`config.mk`:
```
export PLATFORM = sky130hd
export DESIGN_NAME = reference_clock_divider_setup
export DESIGN_NICKNAME = d
export VERILOG_FILES = /design/src/core/reference_clock_divider_setup.v
export VERILOG_INCLUDE_DIRS = /design/src /design/src/include
export SDC_FILE = /design/constraint.sdc
export NUM_CORES = 1
export LEC_CHECK = 0
export BUFFER_PORTS_ARGS = -buffer_cell sky130_fd_sc_hd__buf_4
export CORE_MARGIN = 4
export CORE_UTILIZATION = 54
export DETAILED_ROUTE_END_ITERATION = 7
export PLACE_DENSITY = 0.91
export SYNTH_ARGS = -nofsm -noshare
export SYNTH_HDL_FRONTEND = slang
export SYNTH_SLANG_ARGS = --single-unit
export TNS_END_PERCENT = 100
```
`constraint.sdc`:
```
create_clock -name mclk_in -period 2 [get_ports mclk_in]
set_input_delay 0.1 -clock mclk_in [delete_from_list [all_inputs] [get_ports mclk_in]]
set_output_delay 0.1 -clock mclk_in [all_outputs]
set_load 0.01 [all_outputs]
```
`src/include/ref_clock_defs.vh`:
```
// Purpose: Constants for the reference clock divider setup block
// Assumes: Settings are 10 bits wide; higher bits of a load are dropped
// Notes: Two default sets chosen by the clock speed select strap
`ifndef REF_CLOCK_DEFS_VH
`define REF_CLOCK_DEFS_VH

`define SET_W 10
`define LOAD_W 16
`define SEL_W 3

// Setting selectors on the programming load port
`define SEL_GP_TIMER 3'h2
`define SEL_IDLE_DIV 3'h3
`define SEL_REF_DIV 3'h4
`define SEL_PLL_DIV 3'h5
`define SEL_ACT_DIV 3'h6
`define SEL_CONV_DIV 3'h7

// Defaults, fast reference
`define HI_GP_TIMER 10'h018
`define HI_IDLE_DIV 10'h088
`define HI_REF_DIV 10'h040
`define HI_PLL_DIV 10'h200

// Defaults, slow reference
`define LO_GP_TIMER 10'h017
`define LO_IDLE_DIV 10'h085
`define LO_REF_DIV 10'h024
`define LO_PLL_DIV 10'h1e0

// Defaults common to both references
`define ACT_DIV_DEF 10'h140
`define CONV_DIV_DEF 10'h008

// Operating modes
`define MODE_IDLE 2'h0
`define MODE_RX 2'h1
`define MODE_TX 2'h2

`endif

```
`src/core/reference_clock_divider_setup.v`:
```
// Purpose: Hold and apply the six clock divider settings
// Assumes: Loads arrive one cycle wide, synchronous to mclk_in
// Notes: Strap is caught each cycle of reset; loads only taken in idle
`include "ref_clock_defs.vh"
`timescale 1ns/1ps
`default_nettype none

module reference_clock_divider_setup (
    input wire mclk_in, // 25 MHz clock
    input wire rst_in, // Synchronous reset, active high
    input wire clock_speed_select_in, // Strap, high = fast reference
    input wire [1:0] mode_in, // Operating mode idle/rx/tx
    input wire load_in, // Programming load strobe
    input wire [`SEL_W-1:0] load_sel_in, // Which setting is loaded
    input wire [`LOAD_W-1:0] load_data_in, // Loaded value
    output wire programming_ready_flag_out, // Ready to take a load
    output reg [`SET_W-1:0] gp_timer_out, // Active timer setting
    output reg [`SET_W-1:0] idle_div_out, // Active idle output divide
    output reg [`SET_W-1:0] ref_div_out, // Active reference divide
    output reg [`SET_W-1:0] pll_div_out, // Active PLL divide
    output reg [`SET_W-1:0] act_div_out, // Active mode output divide
    output reg [`SET_W-1:0] conv_div_out // Active converter divide
);

    ////////////////////////////////////////////////////////////////////////
    // Shadow settings waiting for their apply event
    reg [`SET_W-1:0] sh_gp_r;
    reg [`SET_W-1:0] sh_ref_r;
    reg [`SET_W-1:0] sh_pll_r;
    reg [`SET_W-1:0] sh_act_r;
    reg [`SET_W-1:0] sh_conv_r;
    reg [1:0] mode_r;

    // Next values
    reg [`SET_W-1:0] sh_gp_nxt;
    reg [`SET_W-1:0] sh_ref_nxt;
    reg [`SET_W-1:0] sh_pll_nxt;
    reg [`SET_W-1:0] sh_act_nxt;
    reg [`SET_W-1:0] sh_conv_nxt;
    reg [1:0] mode_nxt;
    reg [`SET_W-1:0] gp_timer_nxt;
    reg [`SET_W-1:0] idle_div_nxt;
    reg [`SET_W-1:0] ref_div_nxt;
    reg [`SET_W-1:0] pll_div_nxt;
    reg [`SET_W-1:0] act_div_nxt;
    reg [`SET_W-1:0] conv_div_nxt;

    wire idle_w;
    wire take_w;
    wire enter_w;
    wire [`SET_W-1:0] val_w;
    wire [`SET_W-1:0] def_gp_w;
    wire [`SET_W-1:0] def_idle_w;
    wire [`SET_W-1:0] def_ref_w;
    wire [`SET_W-1:0] def_pll_w;

    ////////////////////////////////////////////////////////////////////////
    // Load qualification
    assign idle_w = (mode_in == `MODE_IDLE);
    assign programming_ready_flag_out = idle_w & ~rst_in;
    assign take_w = load_in & programming_ready_flag_out;
    assign val_w = load_data_in[`SET_W-1:0];
    assign enter_w = (mode_in == `MODE_RX || mode_in == `MODE_TX) &&
                     (mode_r != mode_in);

    ////////////////////////////////////////////////////////////////////////
    // Strap dependent defaults
    // strap picks defaults
    assign def_gp_w = clock_speed_select_in ? `HI_GP_TIMER : `LO_GP_TIMER;
    assign def_idle_w = clock_speed_select_in ? `HI_IDLE_DIV : `LO_IDLE_DIV;
    assign def_ref_w = clock_speed_select_in ? `HI_REF_DIV : `LO_REF_DIV;
    assign def_pll_w = clock_speed_select_in ? `HI_PLL_DIV : `LO_PLL_DIV;

    ////////////////////////////////////////////////////////////////////////
    // Next state
    always @*
    begin
        // Everything holds unless an event below moves it
        mode_nxt = mode_r;
        sh_gp_nxt = sh_gp_r;
        sh_ref_nxt = sh_ref_r;
        sh_pll_nxt = sh_pll_r;
        sh_act_nxt = sh_act_r;
        sh_conv_nxt = sh_conv_r;
        gp_timer_nxt = gp_timer_out;
        idle_div_nxt = idle_div_out;
        ref_div_nxt = ref_div_out;
        pll_div_nxt = pll_div_out;
        act_div_nxt = act_div_out;
        conv_div_nxt = conv_div_out;
        if (rst_in)
        begin
            // Idle after reset, so rx held through release applies once
            mode_nxt = `MODE_IDLE;
            gp_timer_nxt = def_gp_w;
            idle_div_nxt = def_idle_w;
            ref_div_nxt = def_ref_w;
            pll_div_nxt = def_pll_w;
            sh_gp_nxt = def_gp_w;
            sh_ref_nxt = def_ref_w;
            sh_pll_nxt = def_pll_w;
            act_div_nxt = `ACT_DIV_DEF;
            sh_act_nxt = `ACT_DIV_DEF;
            conv_div_nxt = `CONV_DIV_DEF;
            sh_conv_nxt = `CONV_DIV_DEF;
        end
        else
        begin
            mode_nxt = mode_in;
            if (take_w)
            begin
                case (load_sel_in)
                    `SEL_GP_TIMER:
                    begin
                        sh_gp_nxt = val_w;
                    end
                    `SEL_IDLE_DIV:
                    begin
                        gp_timer_nxt = sh_gp_r;
                        idle_div_nxt = val_w;
                    end
                    `SEL_REF_DIV:
                    begin
                        sh_ref_nxt = val_w;
                    end
                    `SEL_PLL_DIV:
                    begin
                        sh_pll_nxt = val_w;
                    end
                    `SEL_ACT_DIV:
                    begin
                        sh_act_nxt = val_w;
                    end
                    `SEL_CONV_DIV:
                    begin
                        sh_conv_nxt = val_w;
                    end
                    default:
                    begin
                        // Selectors without a setting are dropped
                        sh_gp_nxt = sh_gp_r;
                    end
                endcase
            end
            if (enter_w)
            begin
                ref_div_nxt = sh_ref_r;
                pll_div_nxt = sh_pll_r;
                act_div_nxt = sh_act_r;
                conv_div_nxt = sh_conv_r;
            end
        end
    end

    ////////////////////////////////////////////////////////////////////////
    // State and outputs
    always @(posedge mclk_in)
    begin
        mode_r <= mode_nxt;
        sh_gp_r <= sh_gp_nxt;
        sh_ref_r <= sh_ref_nxt;
        sh_pll_r <= sh_pll_nxt;
        sh_act_r <= sh_act_nxt;
        sh_conv_r <= sh_conv_nxt;
        gp_timer_out <= gp_timer_nxt;
        idle_div_out <= idle_div_nxt;
        ref_div_out <= ref_div_nxt;
        pll_div_out <= pll_div_nxt;
        act_div_out <= act_div_nxt;
        conv_div_out <= conv_div_nxt;
    end

endmodule // reference_clock_divider_setup

`default_nettype wire

```
# Word level (Yosys, flattened, before mapping)
# Index checks and enable logic that the tools add are counted.
word_totals:
  elab_cells: 62
  input_bits: 25
  out_inout_bits: 61
  register_bits: 112
op_classes:
  bitwise_logic: 3
  eq_ne: 9
  n_reduce_logical: 15
  muxes: 23
ops:
  columns: ["cell", "n"]
  rows:
  - ["10-bit 2-to-1 mux", 20]
  - ["3-bit == test (second input constant)", 4]
  - ["2-bit AND reduction", 6]
  - ["2-bit nonzero test", 6]
  - ["4-bit 2-to-1 mux", 2]
  - ["7-bit 2-to-1 mux", 1]
  - ["3-bit by 2-bit == test with 1-bit output (second input constant)", 2]
  - ["1-bit bitwise AND", 2]
  - ["2-bit by 1-bit == test with 1-bit output (second input constant)", 1]
  - ["2-bit == test (second input constant)", 1]
  - ["2-bit zero test", 1]
  - ["2-bit != test", 1]
  - ["1-bit logical AND", 1]
  - ["1-bit logical OR", 1]
  - ["1-bit inverter", 1]

# Logic depth before layout (Yosys ltp)
logic_depth:
  depth_word: 5
  mapped_depth: 6
  mapped_depth_nobuf: 5

# Worst setup path before layout
# OpenSTA, ideal clock, no wires.
synth_timing:
  path_kind: "register to register"
  startpoint: "reg mode_r[1]"
  endpoint: "reg pll_div_out[0] (enable)"
  slack_ns: 0.360
  path_buffers: 0
  setup_time_ns: 0.403
  stages_incl_launch_ff: 4
  arrival_ns: 1.237
  period_less_slack_ns: 1.640
  required_time_ns: 1.597
  cell_sequence: "dfxtp_1 xor2_1 o21ai_0 nand2b_1"
synth_between:
  elab_chain_len: 3
synth_lines:
  columns: ["item", "line", "source"]
  rows:
  - ["start: declaration", "reference_clock_divider_setup.v:32", "reg [1:0] mode_r;"]
  - ["start signal: assignment", "reference_clock_divider_setup.v:159", "mode_r <= mode_nxt;"]
  - ["2-bit != test", "reference_clock_divider_setup.v:64", "(mode_r != mode_in);"]
  - ["1-bit logical AND", "reference_clock_divider_setup.v:63", "assign enter_w = (mode_in == `MODE_RX || mode_in == `MODE_TX) &&"]
  - ["2-bit nonzero test (no line)", null, null]
  - ["end signal: assignment", "reference_clock_divider_setup.v:168", "pll_div_out <= pll_div_nxt;"]
  - ["end: declaration", "reference_clock_divider_setup.v:20", "output reg [`SET_W-1:0] pll_div_out,"]
# Every way passes these cells.
# A chain may end at the register's enable or synchronous reset.

# Final worst setup path
layout_timing:
  startpoint: "in mode_in[0]"
  endpoint: "reg pll_div_out[6] (enable)"
layout_between:
  elab_chain_len: 4
  elab_cells_between_ends: 6
  classes_between: "eq/ne: 3; reduce/logical: 3"
layout_lines:
  columns: ["item", "line", "source"]
  rows:
  - ["start: declaration", "reference_clock_divider_setup.v:12", "input wire [1:0] mode_in,"]
  - ["2-bit by 1-bit == test with 1-bit output (no line) / 2-bit == test (equally long branches)", null, null]
  - ["1-bit logical OR (no line)", null, null]
  - ["1-bit logical AND (*)", "reference_clock_divider_setup.v:63", null]
  - ["2-bit nonzero test (no line) (*)", null, null]
# Every way passes the cells marked *; elsewhere a longest branch is shown, timed or not.

==> metrics.json <==
{
  "timing.critical_path.buf_inv": {"value": 3},
  "hold-worst-slack": {"value": 0.0154, "unit": "ns"},
  "diodes": {"value": 0},
  "yosys_register_bits": {"value": 112},
  "setup_fix_bufs_post_cts": {"value": 0},
  "timing_startpoint_of_the_critical_path": {"value": "mode_in[0]"},
  "nets": {"value": 420},
  "vias_in_the_first_global_route": {"value": 2552},
  "achievable-frequency": {"value": 582, "unit": "MHz"},
  "setup_total_negative_slack": {"value": 0, "unit": "ns"},
  "maxSlewHeadroom": {"value": 57.2, "unit": "%"},
  "drtAntennaViolNets": {"value": 0},
  "holdBufCountCts": {"value": 4},
  "cp.required": {"value": 2.11, "unit": "ns"},
  "cts_buffers": {"value": 9},
  "clkSinkCount": {"value": 112},
  "unrepaired_setup_endpoints_after_global_routing": {"value": "false"},
  "drc": {"value": 0},
  "postSynthCellCount": {"value": 306},
  "total_count_of_max_transition_violations_in_the_final_report": {"value": 0},
  "avgSynthCellArea": {"value": 13.8, "unit": "um2"},
  "wl": {"value": 8.07, "unit": "mm"},
  "antenna_violations_before_repair": {"value": 0},
  "cts-resized-gates": {"value": 0},
  "clockRootBuffer": {"value": "clkbuf_8"},
  "floorplan.rows": {"value": 31},
  "die_height": {"value": 96.5, "unit": "um"},
  "powerDensity": {"value": 873, "unit": "mW/mm2"},
  "clk_latency": {"value": 0.37, "unit": "ns"},
  "critical_path_class": {"value": "primary input to register"},
  "hold_path_class": {"value": "primary input to register"},
  "critical_path_peak_fanout": {"value": 20},
  "pwr-share-comb": {"value": 9.9, "unit": "%"},
  "post_synth_num_cell_types": {"value": 26},
  "min_period": {"value": 1.72, "unit": "ns"},
  "port_buffers": {"value": 79},
  "finalCritPeriodShare": {"value": 85.9, "unit": "%"},
  "avgRoutedWirePerCell": {"value": 16.2, "unit": "um"},
  "seq_area_frac_synth": {"value": 69.6, "unit": "%"},
  "crit_path_start_kind": {"value": "primary input"},
  "hpwl": {"value": 5.70, "unit": "mm"},
  "vias": {"value": 2551},
  "critical_path.most_common_cell": {"value": "buf_4"},
  "drt_first_pass_iters": {"value": 5},
  "timing.hold.worst_path_depth": {"value": 3},
  "fin_skew": {"value": 0.00443, "unit": "ns"},
  "hold_violations": {"value": 0},
  "worstSetupPathDepth": {"value": 6},
  "die_area": {"value": 0.00930, "unit": "mm2"},
  "initial_core_utilization": {"value": 57.0, "unit": "%"},
  "clock_share_of_power": {"value": 31.4, "unit": "%"},
  "power.share.switching": {"value": 22.0, "unit": "%"},
  "tightestPinTransition": {"value": 0.635, "unit": "ns"},
  "avgViaCountPerCell": {"value": 5.12},
  "grt_pass1_wl": {"value": 12.6, "unit": "mm"},
  "switching_power_total": {"value": 0.000993, "unit": "W"},
  "r2r.worst_path.cells": {"value": 4},
  "place_congestion": {"value": 0.847},
  "chipWidth": {"value": 96.5, "unit": "um"},
  "cellInternalPower": {"value": 0.00353, "unit": "W"},
  "slowest_cell_on_crit_path": {"value": "dlygate4sd3_1"},
  "top_level_i_o_count": {"value": 86},
  "worst_path_dominant_cell_family": {"value": "buffers and inverters"},
  "hold_path.startpoint": {"value": "load_data_in[8]"},
  "track_usage": {"value": 18.7, "unit": "%"},
  "cts-root-to-sink-buffers": {"value": 2},
  "clock_tree.htree_level_count": {"value": 3},
  "max-vdd-ir-drop": {"value": 0.455, "unit": "mV"},
  "setup-violations-final": {"value": 0},
  "r2r_start": {"value": "mode_r[0]"},
  "gr-total-overflow": {"value": 0},
  "cell_area_after_synthesis": {"value": 0.00423, "unit": "mm2"},
  "max_cap_violations": {"value": 0},
  "drt-initial-drc-count": {"value": 229},
  "core-area": {"value": 0.00741, "unit": "mm2"},
  "largest_net_degree_at_the_start_of_global_routing": {"value": 39},
  "yosys_warnings": {"value": 0},
  "critical_path.max_stage_delay": {"value": 0.54, "unit": "ns"},
  "cp_data_arrival_time": {"value": 1.83, "unit": "ns"},
  "power_leakage": {"value": 2.20, "unit": "nW"},
  "status": {"value": "finished clean"},
  "final_util": {"value": 70.0, "unit": "%"},
  "seq_power_share": {"value": 58.6, "unit": "%"},
  "critical_path.endpoint_type": {"value": "register"},
  "clk_transition_reported_paths": {"value": 0.10, "unit": "ns"},
  "area_growth_syn_to_layout": {"value": 22.7, "unit": "%"},
  "cts_tree": {"value": "built"},
  "synth.net_count": {"value": 332},
  "worstPathCellList": {"value": "dlygate4sd3_1, buf_4, xor2_1, o21ai_0, nand2b_1, buf_4"},
  "layout-drive-gt1-share": {"value": 26.6, "unit": "%"}
}
==> stage by stage <==
stage	std cells	power (W)	setup WS (ns)	cell area (um2)
CTS	497	0.00455	0.312	5170
global route	498	0.00471	0.231	5180
global placement	477	0.00313	0.447	4910
detailed placement	477	0.00315	0.433	4910
floorplan	306	0.00294	0.360	4230
finish	498	0.00452	0.282	5180
==> state kept, by name, summed over array words and instances, names as in the netlist <==
| register | flops |
|---|---|
| act_div_out | 10 |
| conv_div_out | 10 |
| gp_timer_out | 10 |
| idle_div_out | 10 |
| mode_r | 2 |
| pll_div_out | 10 |
| ref_div_out | 10 |
| sh_act_r | 10 |
| sh_conv_r | 10 |
| sh_gp_r | 10 |
| sh_pll_r | 10 |
| sh_ref_r | 10 |
==> synthesized netlist by cell type <==
master    instances  area [um2]
a41o_1            2        20.0
inv_1            23        86.3
and4b_1           1        10.0
dfxtp_1          42         841
ha_1              1        12.5
nand3_1           1        5.00
o21a_1            7        52.6
edfxtp_1         70        2100
o21ai_0          11        55.1
buf_12            1        20.0
mux2i_1          40         400
clkbuf_1          7        26.3
and3_1            1        6.26
o21bai_1          2        15.0
nor2_1           11        41.3
nor2b_1          19         119
and2_1            1        6.26
nand2b_1         46         288
buf_2             6        30.0
buf_4             1        7.51
a21oi_1           2        10.0
buf_6             1        11.3
or2_2             3        18.8
xor2_1            2        17.5
nand4b_1          1        8.76
nand2_1           4        15.0
==> worst register-to-register path: stages (launching register included) <==
cell and delay, ns:
dfxtp_1 0.33, xor2_1 0.16, o21ai_0 0.52, nand2b_1 0.10, buf_4 0.24
==> cells in the final DEF (no fill, tap or decap), drive strengths merged <==
cell type	synthesis	final
nand2b	46	46
o21bai	2	2
xor2	2	2
nor2b	19	19
clkbuf	7	9
o21ai	11	11
and4b	1	1
clkinv	0	3
and3	1	1
or2	3	3
inv	23	24
a41o	2	2
nor2	11	11
buf	9	88
nand4b	1	1
o21a	7	7
and2	1	1
nand2	4	4
dlygate4sd3	0	5
edfxtp	70	70
bufinv	0	2
mux2i	40	40
ha	1	1
nand3	1	1
dfxtp	42	42
clkinvlp	0	1
a21oi	2	2
==> worst paths after layout <==
kind               endpoint  slack (ns)
max reg2reg  pll_div_out[6]        0.39
min             sh_act_r[8]        0.02
max          pll_div_out[6]        0.28
min reg2reg  act_div_out[3]        0.48
==> layer usage <==
| metal | part of all wire (%) | up-vias | track usage, % |
|---|---|---|---|
| li1 | - | 1215 | - |
| met1 | 39 | 1206 | 22.4 |
| met3 | 7.8 | 18 | 5.19 |
| met4 | 2.4 | 0 | 6.78 |
| met2 | 51 | 112 | 32.3 |
| met5 | 0 | - | 0 |
==> cell families (layout without fill, tap and decap cells) <==
| logic type | after synthesis | count (layout) | synth area share (%) |
|---|---|---|---|
| flip-flops | 112 | 112 | 69.6 |
| AO/OA/AOI/OAI | 24 | 24 | 3.61 |
| buffers and inverters | 39 | 132 | 4.29 |
| multiplexers | 40 | 40 | 9.48 |
| XOR/XNOR | 2 | 2 | 0.415 |
| adder cells (fa/ha/maj) | 1 | 1 | 0.296 |
| AND/OR/NAND/NOR | 88 | 88 | 12.3 |
==> power groups by stage <==
| stage | clock (W) | combinational, W | sequential [W] |
|---|---|---|---|
| final | 0.00142 | 0.000449 | 0.00265 |
| after floorplan | 0 | 0.000199 | 0.00274 |
| after detailed placement | 0 | 0.000441 | 0.00271 |
| after global routing | 0.00156 | 0.000489 | 0.00266 |
| after global placement | 0 | 0.000428 | 0.00270 |
| after CTS | 0.00144 | 0.000450 | 0.00265 |
==> layout make-up <==
cell class                 count  area (um2)
sequential                   112        2940
fill                         495        2230
multi-input combinational    155        1100
timing repair buffer          93         711
clock buffer                   9         124
tap                           99         124
clock inverter                 7        93.8
inverter                      23        86.3
(Power assumes the default switching activity.)
